### src/pkg/mbss_pkg.sv
// Purpose: shared constants and carriers of the serial sharer bridge
// Assumes: 40 MHz ref_clk, byte streams from external line codecs
// Notes: register offsets are byte addresses on the AHB-Lite port
package mbss_pkg;
   // ****************************************************************
   // timing
   // ****************************************************************
   localparam int CLK_HZ = 40_000_000;
   localparam int MS_PER_S = 1000;
   localparam int MS_CYC = CLK_HZ / MS_PER_S;   // cycles per millisecond
   localparam logic [15:0] TMO_DEF = 16'h03E8; // slave timeout, 1000 ms
   localparam logic [15:0] TMO_MIN = 16'h0064; // least timeout, 100 ms
   localparam logic [15:0] CACHE_MIN = 16'h000A; // 10 ms
   localparam logic [15:0] CACHE_MAX = 16'hFFFA; // 65530 ms
   localparam int RAW_BUF = 512;                  // full-duplex burst limit
   // ****************************************************************
   // register map and fields
   // ****************************************************************
   localparam logic [7:0] A_CTRL = 8'h00;
   localparam logic [7:0] A_TMO = 8'h04;
   localparam logic [7:0] A_CACHE = 8'h08;
   localparam logic [7:0] A_IDRNG = 8'h0C;
   localparam logic [7:0] A_OFFS = 8'h10;
   localparam logic [7:0] A_STAT = 8'h14;
   localparam int CTRL_MB_B = 0;     // modbus converter mode
   localparam int CTRL_SLV_LSB = 1;  // 2-bit slave port index
   localparam int CTRL_ASC_LSB = 3;  // 3 bits, ascii framing per port
   localparam int CTRL_FDX_B = 6;    // raw ports are full-duplex capable
   localparam int RNG_HI_LSB = 8;
   localparam int STAT_DROP_LSB = 16;
   localparam logic [6:0] CTRL_DEF = 7'h04; // raw mode, slaves on port 2
   localparam logic [7:0] ID_LO_DEF = 8'h01;
   localparam logic [7:0] ID_HI_DEF = 8'hF7;
   // ****************************************************************
   // modbus characters and codes
   // ****************************************************************
   localparam logic [7:0] CH_COLON = 8'h3A;
   localparam logic [7:0] CH_CR = 8'h0D;
   localparam logic [7:0] CH_LF = 8'h0A;
   localparam logic [7:0] FC_RD_HOLD = 8'h03;
   localparam logic [7:0] FC_RD_INP = 8'h04;
   localparam int KEY_LEN = 6;        // id, function, address, quantity
   localparam int NPORT = 3;
   typedef struct packed
   {
      logic vld;        // character present
      logic [7:0] data; // character
      logic eof;        // last character of a frame (rtu)
   } mbss_char_s;
endpackage

### src/logic/mbss_char_tx.sv
// Purpose: frames binary bytes as rtu bytes or ascii hex characters
// Assumes: one byte accepted per frame step, last flags frame end
// Notes: checksums are added by the external line codec
`timescale 1ns/1ps
`default_nettype none
module mbss_char_tx
   import mbss_pkg::*;
(
   input wire logic ref_clk,       // clock
   input wire logic resetn,        // sync reset, low
   input wire logic ascii,         // ascii framing when high
   input wire logic in_vld,        // byte offered
   input wire logic [7:0] in_data, // byte
   input wire logic in_last,       // last byte of frame
   output logic in_rdy,            // byte taken
   output mbss_char_s tx,          // character out
   input wire logic tx_rdy         // sink takes character
);
   typedef enum {T_IDLE, T_COLON, T_HI, T_LO, T_CR, T_LF} mbss_tx_e;
   mbss_tx_e st_r;
   logic [7:0] byte_r;
   logic last_r;
   logic first_r;
   logic go;

   // hex digit of a nibble
   function automatic logic [7:0] hexc(input logic [3:0] n);
      hexc = (n < 4'hA) ? (8'h30 + {4'h0, n}) : (8'h37 + {4'h0, n});
   endfunction

   assign in_rdy = (st_r == T_IDLE);
   assign go = tx.vld && tx_rdy;

   // character sequencer
   always_ff @(posedge ref_clk)
   begin
      if (!resetn)
      begin
         st_r <= T_IDLE;
         byte_r <= 8'h00;
         last_r <= 1'b0;
         first_r <= 1'b1;
      end
      else
      begin
         case (st_r)
            T_IDLE:
               if (in_vld)
               begin
                  byte_r <= in_data;
                  last_r <= in_last;
                  first_r <= in_last;
                  st_r <= !ascii ? T_LO : (first_r ? T_COLON : T_HI);
               end
            T_COLON: if (go) st_r <= T_HI;
            T_HI: if (go) st_r <= T_LO;
            T_LO: if (go) st_r <= (ascii && last_r) ? T_CR : T_IDLE;
            T_CR: if (go) st_r <= T_LF;
            T_LF: if (go) st_r <= T_IDLE;
            default: st_r <= T_IDLE;
         endcase
      end
   end

   // character for the present step
   always_comb
   begin
      tx.vld = (st_r != T_IDLE);
      tx.eof = 1'b0;
      tx.data = byte_r;
      case (st_r)
         T_COLON: tx.data = CH_COLON;
         T_HI: tx.data = hexc(byte_r[7:4]);
         T_LO:
         begin
            tx.data = ascii ? hexc(byte_r[3:0]) : byte_r;
            tx.eof = !ascii && last_r;
         end
         T_CR: tx.data = CH_CR;
         T_LF:
         begin
            tx.data = CH_LF;
            tx.eof = 1'b1;
         end
         default: tx.data = byte_r;
      endcase
   end
endmodule
`default_nettype wire

### src/logic/mbss_bridge.sv
// Purpose: serial sharer bridge, raw converter or modbus sharer
// Assumes: external uarts give byte streams at each port's own rate
// Notes: registers over AHB-Lite, zero wait states, always OKAY
// What this block does
// - raw mode passes bytes between two ports of different settings
// - raw full duplex only on capable ports, within 512-byte bursts
// - modbus mode lets two masters share the slaves on one port
// - each port has its own rtu or ascii framing, translated between
// - requests go only to the port set as the slave port
// - after the request, wait the timeout; no reply drops it
// - read replies may be served from cache, 10-65530 ms, 0 off
// - requests with unit id outside the virtual range are ignored
// - physical id is virtual id plus a signed offset
`timescale 1ns/1ps
`default_nettype none
module mbss_bridge
   import mbss_pkg::*;
#(
   parameter int MS_CYCLES = MS_CYC, // cycles per millisecond
   parameter int DEPTH = 256         // frame buffer bytes
)
(
   input wire logic ref_clk,                  // 40 MHz clock
   input wire logic resetn,                   // sync reset, low
   input wire logic hsel,                     // ahb select
   input wire logic [31:0] haddr,             // ahb address
   input wire logic [1:0] htrans,             // ahb transfer type
   input wire logic hwrite,                   // ahb write
   input wire logic [2:0] hsize,              // ahb size, word only
   input wire logic [31:0] hwdata,            // ahb write data
   input wire logic hready,                   // ahb bus ready
   output logic hreadyout,                    // ahb slave ready
   output logic [31:0] hrdata,                // ahb read data
   output logic hresp,                        // ahb response
   input wire mbss_char_s [NPORT-1:0] rx_i,   // characters from ports
   output logic [NPORT-1:0] rx_rdy,           // characters taken
   output mbss_char_s [NPORT-1:0] tx_o,       // characters to ports
   input wire logic [NPORT-1:0] tx_rdy        // ports take characters
);
   typedef enum {S_IDLE, S_RXQ, S_CHK, S_TXQ, S_WAIT, S_TXR} mbss_st_e;
   localparam int CW = $clog2(DEPTH + 1);
   mbss_st_e state_r;
   logic [6:0] ctrl_r;
   logic [15:0] tmo_r, cache_r, tmo_cnt_r;
   logic [7:0] id_lo_r, id_hi_r, drop_r, vid_r;
   logic [8:0] offs_r;
   logic [31:0] hrdata_r;
   logic wr_pend_r;
   logic [7:0] wa_r;
   logic [7:0] req_mem [DEPTH];
   logic [7:0] rsp_mem [DEPTH];
   logic [7:0] key_r [KEY_LEN];
   logic [CW-1:0] q_cnt_r, r_cnt_r, rd_r;
   logic [1:0] g_r, last_r, src, slv, pa, pb, pick;
   logic pick_vld, mb_en, fdx, hi_vld_r, got_r, match_r, key_vld_r, dir_r;
   logic [3:0] hi_r;
   logic [15:0] wait_ms_r, age_r;
   logic [$clog2(MS_CYCLES)-1:0] cyc_r;
   logic ms_tick, byte_we, f_end, take, in_rng, hit, full, ab_ok, ba_ok;
   logic [7:0] byte_d, c_d, phys;
   logic [4:0] hx;
   logic [9:0] burst_r;
   logic [15:0] wv;
   logic q_rdy, r_rdy, q_vld, r_vld;
   mbss_char_s q_tx, r_tx;

   // ****************************************************************
   // ahb-lite register slave
   // ****************************************************************
   assign hreadyout = 1'b1;
   assign hresp = 1'b0;
   assign hrdata = hrdata_r;
   assign wv = hwdata[15:0];
   assign mb_en = ctrl_r[CTRL_MB_B];
   assign slv = ctrl_r[CTRL_SLV_LSB +: 2];
   assign fdx = ctrl_r[CTRL_FDX_B];

   // address phase captured; read data ready for the data phase
   always_ff @(posedge ref_clk)
   begin
      if (!resetn)
      begin
         wr_pend_r <= 1'b0;
         wa_r <= 8'h00;
         hrdata_r <= 32'h0000_0000;
      end
      else
      begin
         wr_pend_r <= hsel && hready && htrans[1] && hwrite;
         wa_r <= haddr[7:0];
         if (hsel && hready && htrans[1] && !hwrite)
         begin
            case (haddr[7:0])
               A_CTRL: hrdata_r <= {25'h0, ctrl_r};
               A_TMO: hrdata_r <= {16'h0, tmo_r};
               A_CACHE: hrdata_r <= {16'h0, cache_r};
               A_IDRNG: hrdata_r <= {16'h0, id_hi_r, id_lo_r};
               A_OFFS: hrdata_r <= {{23{offs_r[8]}}, offs_r};
               A_STAT: hrdata_r <= {8'h0, drop_r, tmo_cnt_r};
               default: hrdata_r <= 32'h0000_0000; // unmapped reads zero
            endcase
         end
      end
   end

   // configuration writes, clamped to legal ranges; a ctrl write naming slave port 3 is dropped whole
   always_ff @(posedge ref_clk)
   begin
      if (!resetn)
      begin
         ctrl_r <= CTRL_DEF;
         tmo_r <= TMO_DEF;
         cache_r <= 16'h0000;
         id_lo_r <= ID_LO_DEF;
         id_hi_r <= ID_HI_DEF;
         offs_r <= 9'h000;
      end
      else if (wr_pend_r)
      begin
         case (wa_r)
            A_CTRL: if (hwdata[CTRL_SLV_LSB +: 2] != 2'h3) ctrl_r <= hwdata[6:0];
            A_TMO: tmo_r <= (wv < TMO_MIN) ? TMO_MIN : wv;
            A_CACHE: cache_r <= (wv == 16'h0) ? 16'h0 : (wv < CACHE_MIN) ?
               CACHE_MIN : (wv > CACHE_MAX) ? CACHE_MAX : wv;
            A_IDRNG: {id_hi_r, id_lo_r} <= hwdata[15:0];
            A_OFFS: offs_r <= (hwdata[8:0] == 9'h100) ? 9'h101 : hwdata[8:0];
            default: ;
         endcase
      end
   end

   // ****************************************************************
   // millisecond time base
   // ****************************************************************
   assign ms_tick = (cyc_r == ($clog2(MS_CYCLES))'(MS_CYCLES - 1));
   always_ff @(posedge ref_clk)
   begin
      if (!resetn) cyc_r <= '0;
      else cyc_r <= ms_tick ? '0 : cyc_r + 1'b1;
   end

   // ****************************************************************
   // modbus sharer
   // ****************************************************************
   // the two master ports and round-robin pick between them
   assign pa = (slv == 2'd0) ? 2'd1 : 2'd0;
   assign pb = (slv == 2'd2) ? 2'd1 : 2'd2;
   assign pick = (rx_i[pa].vld && (!rx_i[pb].vld || last_r != pa)) ? pa : pb;
   assign pick_vld = rx_i[pa].vld || rx_i[pb].vld;
   assign src = (state_r == S_WAIT) ? slv : g_r;
   assign take = (state_r == S_RXQ || state_r == S_WAIT) && rx_i[src].vld;
   assign c_d = rx_i[src].data;
   assign hx = (c_d >= 8'h30 && c_d <= 8'h39) ? {1'b1, c_d[3:0]} :
      (c_d >= 8'h41 && c_d <= 8'h46) ? {1'b1, c_d[3:0] + 4'h9} : 5'h00;

   // frame decoder for the selected port's framing
   always_comb
   begin
      byte_we = 1'b0;
      f_end = 1'b0;
      byte_d = c_d;
      if (take && !ctrl_r[CTRL_ASC_LSB + src])
      begin
         byte_we = 1'b1;
         f_end = rx_i[src].eof;
      end
      else if (take)
      begin
         f_end = (c_d == CH_LF);
         byte_we = hx[4] && hi_vld_r;
         byte_d = {hi_r, hx[3:0]};
      end
   end

   // ascii nibble pairing
   always_ff @(posedge ref_clk)
   begin
      // pairing survives idle gaps between characters
      if (!resetn || (take && c_d == CH_COLON))
         hi_vld_r <= 1'b0;
      else if (take && hx[4])
         hi_vld_r <= !hi_vld_r;
      if (!resetn) hi_r <= 4'h0;
      else if (take && hx[4]) hi_r <= hx[3:0];
   end

   assign in_rng = (q_cnt_r != '0) && req_mem[0] >= id_lo_r &&
      req_mem[0] <= id_hi_r;
   assign phys = req_mem[0] + offs_r[7:0]; // two's complement wrap
   assign hit = cache_r != 16'h0 && key_vld_r && age_r < cache_r &&
      match_r && q_cnt_r == CW'(KEY_LEN);

   // request sequencer
   always_ff @(posedge ref_clk)
   begin
      if (!resetn)
      begin
         state_r <= S_IDLE;
         g_r <= 2'd0;
         last_r <= 2'd0;
         drop_r <= 8'h00;
         tmo_cnt_r <= 16'h0000;
      end
      else
      begin
         case (state_r)
            S_IDLE:
               if (mb_en && pick_vld)
               begin
                  g_r <= pick;
                  last_r <= pick;
                  state_r <= S_RXQ;
               end
            S_RXQ: if (f_end) state_r <= S_CHK;
            S_CHK:
               if (!in_rng)
               begin
                  state_r <= S_IDLE;
                  drop_r <= drop_r + 8'h01;
               end
               else state_r <= hit ? S_TXR : S_TXQ;
            S_TXQ: if (q_tx.eof && tx_rdy[slv]) state_r <= S_WAIT;
            S_WAIT:
               if (f_end) state_r <= S_TXR;
               else if (!got_r && wait_ms_r >= tmo_r)
               begin
                  state_r <= S_IDLE;
                  tmo_cnt_r <= tmo_cnt_r + 16'h0001;
               end
            S_TXR: if (r_tx.eof && tx_rdy[g_r]) state_r <= S_IDLE;
            default: state_r <= S_IDLE;
         endcase
      end
   end

   // buffers, counts and cache key
   always_ff @(posedge ref_clk)
   begin
      if (state_r == S_RXQ && byte_we && q_cnt_r < CW'(DEPTH))
         req_mem[q_cnt_r[CW-2:0]] <= byte_d;
      if (state_r == S_CHK && in_rng) req_mem[0] <= phys;
      if (state_r == S_WAIT && byte_we && r_cnt_r < CW'(DEPTH))
         rsp_mem[r_cnt_r[CW-2:0]] <= byte_d;
      if (state_r == S_WAIT && f_end && (req_mem[1] == FC_RD_HOLD ||
         req_mem[1] == FC_RD_INP))
      begin
         key_r[0] <= vid_r;
         for (int i = 1; i < KEY_LEN; i++) key_r[i] <= req_mem[i];
      end
   end

   always_ff @(posedge ref_clk)
   begin
      if (!resetn || state_r == S_IDLE)
      begin
         q_cnt_r <= '0;
         match_r <= 1'b1;
      end
      else if (state_r == S_RXQ && byte_we && q_cnt_r < CW'(DEPTH))
      begin
         q_cnt_r <= q_cnt_r + 1'b1;
         if (q_cnt_r < CW'(KEY_LEN) && byte_d != key_r[q_cnt_r[2:0]])
            match_r <= 1'b0;
      end
      if (!resetn) vid_r <= 8'h00;
      else if (state_r == S_CHK) vid_r <= req_mem[0];
      if (!resetn || state_r == S_TXQ) r_cnt_r <= '0;
      else if (state_r == S_WAIT && byte_we && r_cnt_r < CW'(DEPTH))
         r_cnt_r <= r_cnt_r + 1'b1;
      if (!resetn || state_r != S_WAIT) {got_r, wait_ms_r} <= '0;
      else
      begin
         got_r <= got_r || take;
         if (ms_tick) wait_ms_r <= wait_ms_r + 16'h0001;
      end
   end

   // cache validity and age; a new reply of another kind retires it
   always_ff @(posedge ref_clk)
   begin
      if (!resetn || !mb_en) key_vld_r <= 1'b0;
      else if (state_r == S_WAIT && f_end)
         key_vld_r <= req_mem[1] == FC_RD_HOLD || req_mem[1] == FC_RD_INP;
      if (!resetn || (state_r == S_WAIT && f_end)) age_r <= 16'h0000;
      else if (ms_tick && age_r != 16'hFFFF) age_r <= age_r + 16'h0001;
   end

   // transmit pointer shared by request and reply
   always_ff @(posedge ref_clk)
   begin
      if (!resetn || state_r == S_CHK || state_r == S_WAIT) rd_r <= '0;
      else if ((q_vld && q_rdy) || (r_vld && r_rdy)) rd_r <= rd_r + 1'b1;
   end

   assign q_vld = state_r == S_TXQ && rd_r < q_cnt_r;
   assign r_vld = state_r == S_TXR && rd_r < r_cnt_r;

   mbss_char_tx u_req_tx (
      .ref_clk(ref_clk),
      .resetn(resetn),
      .ascii(ctrl_r[CTRL_ASC_LSB + slv]),
      .in_vld(q_vld),
      .in_data(req_mem[rd_r[CW-2:0]]),
      .in_last(rd_r == q_cnt_r - 1'b1),
      .in_rdy(q_rdy),
      .tx(q_tx),
      .tx_rdy(tx_rdy[slv])
   );

   // reply id turned back into the master's virtual id
   mbss_char_tx u_rsp_tx (
      .ref_clk(ref_clk),
      .resetn(resetn),
      .ascii(ctrl_r[CTRL_ASC_LSB + g_r]),
      .in_vld(r_vld),
      .in_data(rd_r == '0 ? vid_r : rsp_mem[rd_r[CW-2:0]]),
      .in_last(rd_r == r_cnt_r - 1'b1),
      .in_rdy(r_rdy),
      .tx(r_tx),
      .tx_rdy(tx_rdy[g_r])
   );

   // ****************************************************************
   // raw converter
   // ****************************************************************
   assign full = fdx && burst_r < 10'(RAW_BUF);
   assign ab_ok = !mb_en && (full || !dir_r);
   assign ba_ok = !mb_en && (full || dir_r);

   // half duplex hands the line over once its owner falls quiet
   always_ff @(posedge ref_clk)
   begin
      if (!resetn) dir_r <= 1'b0;
      else if (!full && !dir_r && !rx_i[pa].vld && rx_i[slv].vld) dir_r <= 1'b1;
      else if (!full && dir_r && !rx_i[slv].vld && rx_i[pa].vld) dir_r <= 1'b0;
      if (!resetn || mb_en || tx_o[slv].eof || tx_o[pa].eof) burst_r <= '0;
      else if (rx_rdy[pa] && rx_i[pa].vld && burst_r != 10'h3FF)
         burst_r <= burst_r + 10'h001;
   end

   // port steering
   always_comb
   begin
      for (int p = 0; p < NPORT; p++)
      begin
         tx_o[p] = '0;
         rx_rdy[p] = 1'b0;
      end
      if (!mb_en)
      begin
         if (ab_ok) tx_o[slv] = rx_i[pa];
         if (ba_ok) tx_o[pa] = rx_i[slv];
         rx_rdy[pa] = ab_ok && tx_rdy[slv];
         rx_rdy[slv] = ba_ok && tx_rdy[pa];
      end
      else
      begin
         if (state_r == S_TXQ) tx_o[slv] = q_tx;
         if (state_r == S_TXR) tx_o[g_r] = r_tx;
         rx_rdy[src] = state_r == S_RXQ || state_r == S_WAIT;
      end
   end

   // ****************************************************************
   // checks
   // ****************************************************************
   property p_drop;
      @(posedge ref_clk) disable iff (!resetn)
      state_r == S_CHK && !in_rng |=> state_r == S_IDLE;
   endproperty
   a_drop: assert property (p_drop) else $error("out-of-range id served");

   property p_tmo_floor;
      @(posedge ref_clk) disable iff (!resetn) tmo_r >= TMO_MIN;
   endproperty
   a_tmo_floor: assert property (p_tmo_floor) else $error("timeout too low");

   property p_cache_rng;
      @(posedge ref_clk) disable iff (!resetn)
      cache_r == 16'h0 || (cache_r >= CACHE_MIN && cache_r <= CACHE_MAX);
   endproperty
   a_cache_rng: assert property (p_cache_rng) else $error("bad cache period");

   property p_offset;
      @(posedge ref_clk) disable iff (!resetn)
      state_r == S_CHK && in_rng |=> req_mem[0] == $past(req_mem[0]) + $past(offs_r[7:0]);
   endproperty
   a_offset: assert property (p_offset) else $error("physical id wrong");

   property p_wait_bound;
      @(posedge ref_clk) disable iff (!resetn)
      state_r == S_WAIT && !got_r |-> wait_ms_r <= tmo_r;
   endproperty
   a_wait_bound: assert property (p_wait_bound) else $error("waited past timeout");

   property p_one_rx;
      @(posedge ref_clk) disable iff (!resetn) mb_en |-> $onehot0(rx_rdy);
   endproperty
   a_one_rx: assert property (p_one_rx) else $error("two ports taken at once");

   property p_route;
      @(posedge ref_clk) disable iff (!resetn)
      mb_en && state_r != S_TXR |-> !tx_o[pa].vld && !tx_o[pb].vld;
   endproperty
   a_route: assert property (p_route) else $error("request on master port");

   property p_raw;
      @(posedge ref_clk) disable iff (!resetn)
      !mb_en && tx_o[slv].vld |-> tx_o[slv].data == rx_i[pa].data;
   endproperty
   a_raw: assert property (p_raw) else $error("raw data altered");

   property p_half;
      @(posedge ref_clk) disable iff (!resetn)
      !mb_en && !fdx |-> !(rx_rdy[pa] && rx_rdy[slv]);
   endproperty
   a_half: assert property (p_half) else $error("full duplex not allowed");

   property p_hit;
      @(posedge ref_clk) disable iff (!resetn)
      state_r == S_CHK && in_rng && hit |=> state_r == S_TXR ##1 state_r == S_TXR;
   endproperty
   a_hit: assert property (p_hit) else $error("cache hit not served");

   c_timeout: cover property (@(posedge ref_clk) disable iff (!resetn)
      state_r == S_WAIT ##1 state_r == S_IDLE);
   c_reply: cover property (@(posedge ref_clk) disable iff (!resetn)
      state_r == S_WAIT ##1 state_r == S_TXR);
   c_cached: cover property (@(posedge ref_clk) disable iff (!resetn)
      state_r == S_CHK && in_rng && hit);
endmodule
`default_nettype wire

### config.mk
export PLATFORM = sky130hd
export DESIGN_NAME = mbss_bridge
export DESIGN_NICKNAME = d
export VERILOG_FILES = /design/src/pkg/mbss_pkg.sv /design/src/logic/mbss_char_tx.sv /design/src/logic/mbss_bridge.sv
export SDC_FILE = /design/constraint.sdc
export NUM_CORES = 2
export LEC_CHECK = 0
export BUFFER_PORTS_ARGS = -buffer_cell sky130_fd_sc_hd__buf_2
export CORE_MARGIN = 2
export CORE_UTILIZATION = 45
export DETAILED_ROUTE_END_ITERATION = 6
export PLACE_DENSITY = 0.71
export SETUP_SLACK_MARGIN = 0.5
export SYNTH_ARGS = -nofsm -noshare
export SYNTH_HDL_FRONTEND = slang
export SYNTH_MEMORY_MAX_BITS = 65536
export SYNTH_SLANG_ARGS = --single-unit
### constraint.sdc
create_clock -name ref_clk -period 21.4 [get_ports ref_clk]
set_input_delay 2.14 -clock ref_clk [delete_from_list [all_inputs] [get_ports ref_clk]]
set_output_delay 2.14 -clock ref_clk [all_outputs]
set_load 0.01 [all_outputs]
==> metrics.md <==
| Metric | Value |
|---|---|
| Mean post-synth cell area | `19.0 um2` |
| Async SR Flop Fraction | `0%` |
| H-tree depth | `5` |
| Synth area leader | `edfxtp_1` |
| Gr ovfl total | `0` |
| Design area | `197000 um2` |
| Initial Util | `~45%` |
| Peak VDD IR | `between 0.07 and 0.08 mV` |
| Synth warnings | `0` |
| Syn_nets | `9508` |
| Setup TNS | `0 ns` |
| Final WL | `roughly 430 mm` |
| Worst-path fanout max | `100` |
| Largest net degree at the start of global routing | `~180` |
| Clock Root Buffer | `clkbuf_16` |
| CTS max path bufs | `4` |
| Setup bufs post-CTS | `0` |
| Ports | `~170` |
| Die ar. | `398000 um2` |
| Clk sinks | `4410` |
| Vias | `a little over 90k` |
| Layout net count | `9656` |
| Global-route wire length before repair | `631 mm` |
| Latest clock arrival within the worst-skew pair | `0.97 ns` |
| Area after DPL | `183000 um2` |
| Max Cap Viol | `1` |
| DP Wirelength | `263 mm` |
| Synth top area cells | `edfxtp_1 70%, mux4_2 14%, dfxtp_1 3.0%` |
| Relative slew slack | `-0.211%` |
| Yosys cell types | `91` |
| Die width | `631 um` |
| Drt initial violations | `about 12k` |
| Required @ worst endpoint | `between 20 and 25 ns` |
| Status | `finished with violations` |
| GP Congestion | `0.892` |
| PortBufs | `127` |
| Critical Path Max Stage Delay | `1.00 ns` |
| Synth Instances | `9298` |
| Die Ht | `between 600 and 700 um` |
| Cell mode on critical path | `buf_4` |
| Number of global-route vias before repair | `about 90k` |
| Tightest Pin Transition | `1.50 ns` |
| Core area | `392000 um2` |
| Post-route setup slack | `13.06 ns` |
| WL per Instance | `28.9 um` |
| Clock transition at the registers of the reported paths | `about 0.07 ns` |
| Critical path's slowest cell | `buf_4` |
| Initial antenna violation count | `15` |
| EDFF count, synth | `4144` |
| Total track usage | `21.3%` |
| Vias per inst | `around 6` |
| Final setup fails | `0` |
| Final count of pins violating max slew | `1` |
| Commonest cells post-synth | `4144 x edfxtp_1, 1109 x mux4_2, 820 x nor2_1` |
| Most numerous cell in the Yosys netlist | `edfxtp_1` |
| Power Dens Cells | `87.7 nW/um2` |
| Cts hold-fix bufs | `0` |
| Dpl ws | `13.23 ns` |
| Synth Register Bits | `4410` |
| Layout Skew | `~0.066 ns` |
| Final Critical Period | `8.34 ns` |
| CP Class | `reg2reg` |
| Final core utilization | `50.4%` |
| Std-Cell Rows | `230` |
| Main flop type after synthesis | `edfxtp_1` |
| Worst Setup Start Kind | `flop` |
| Synth Cell Area | `177000 um2` |
| Layout cells sized above 1 | `between 20% and 30%` |
| Tot Pwr | `17300 uW` |
| Area share of the largest cell type after synthesis | `between 70% and 80%` |
| Failing checks | `max-capacitance violations, max-slew violations` |
| Leak Pwr | `0.0591 uW` |
| Type of the worst min-delay path | `reg2reg` |
| WP data arrival | `roughly 9.0 ns` |
| CTS resizes | `0` |
| Final ANT Viol Nets | `0` |
| RSZ-0062 raised after global routing | `false` |
| Period utilisation layout | `39.0%` |
| CP endpoint kind | `flop` |
| CTS tree | `done` |
| Number of CTS-inserted buffers | `417` |
| Sequential area share after synthesis | `73.3%` |
| F_max | `roughly 120 MHz` |
| Synth-to-layout area growth | `11.5%` |
| CP cell instances | `nor3b_2 > mux2i_2 > inv_2 > ha_1 > nor2b_1 > a211oi_1 > o2111ai_1 > nand2b_1 > or2_2 > nor4_1 > a21o_4 > nor2_1 > a21oi_4 > buf_4 > buf_4 > buf_4` |
| Total iterations of the first detailed-routing run | `6` |
| DRC Markers | `0` |
| Hold Fails Final Rpt | `0` |
## metrics by stage
stage,instances,hold WS [ns]
3_5_place_dp,14247,0.430
3_3_place_gp,14247,0.426
6_report,15022,0.430
2_1_floorplan,9298,0.418
4_1_cts,15010,0.439
5_1_grt,15013,0.453
## routing by layer
metal	wire, um	global-route usage [%]
met1	171000	29.9
met2	207000	33.9
met3	43500	4.55
met4	12700	6.06
met5	56	0
## flip-flops by register name, indices dropped and copies added (netlist names), 9 cells and up, named ones only
register   cells
cyc_r         16
rd_r           9
rsp_mem     2048
r_cnt_r        9
req_mem     2048
offs_r         9
tmo_r         16
key_r         48
age_r         16
tmo_cnt_r     16
burst_r       10
q_cnt_r        9
hrdata        25
wait_ms_r     16
cache_r       16
## kinds of logic after synthesis
group,share of synthesized area [%]
flops,73.3
simple gates,3.95
buf+inv,1.53
compound gates,3.40
fa+ha+maj,0.733
xor+xnor,0.569
other cells,0.00424
mux,16.5
## cell type report
type / count / area [um2]
Clock buffer: 514 / 11200
Antenna cell: 12 / 30.0
Timing Repair Buffer: 279 / 1880
Inverter: 123 / 492
Fill cell: 30526 / 195000
Multi-Input combinational cell: 4215 / 44700
Clock inverter: 249 / 2810
Sequential cell: 4410 / 130000
Tap cell: 5220 / 6530
## worst max-delay path: cells and delay by family (launching register included)
kind	cells	cell delay [ns]
buf+inv	4	2.67
simple gates	6	2.27
compound gates	4	1.17
mux	1	0.67
flops	1	0.56
fa+ha+maj	1	0.44
## cell usage in the layout (no fill, tap or decap), types with 15 or more instances in the layout
master	n
o21ai_0	128
clkinv_1	79
a21oi_1	211
edfxtp_1	4144
clkinv_2	71
clkbuf_16	428
clkbuf_8	15
clkinvlp_4	22
a221oi_1	30
o21a_1	17
bufinv_16	51
nor2_1	819
mux2i_1	390
buf_4	144
nor3_1	60
a21o_1	19
nand2b_1	28
ha_1	102
nand3_1	101
and3_1	34
buf_2	127
clkbuf_1	70
nor4_1	18
a211oi_1	23
dfxtp_1	252
inv_1	113
a22oi_1	64
o22ai_1	70
xor2_1	43
a31oi_1	25
or3_1	16
nand2_1	348
and2_1	30
nand4_1	53
mux2_2	17
mux4_2	1109
xnor2_1	72
nor2b_1	20
o211ai_1	23
o221ai_1	156
## path summary, 6_finish.rpt
| path | startpoint | endpoint | slack, ns | cells after the start |
|---|---|---|---|---|
| worst max register to register | state_r[2] | req_mem[193][2] | 13.06 | 16 |
| worst min-delay path | req_mem[2][5] | key_r[2][5] | 0.43 | 0 |
| worst min register to register | req_mem[2][5] | key_r[2][5] | 0.43 | 0 |
| worst max-delay path | state_r[2] | req_mem[193][2] | 13.06 | 16 |
## power by group
group | internal, uW | switching [uW] | total (uW)
Combinational | 55.0 | 243 | 298
Clock | 4340 | 3220 | 7550
Sequential | 9440 | 17.1 | 9450
Total | 13800 | 3480 | 17300
Note: power is estimated with default switching activity, not from simulation.
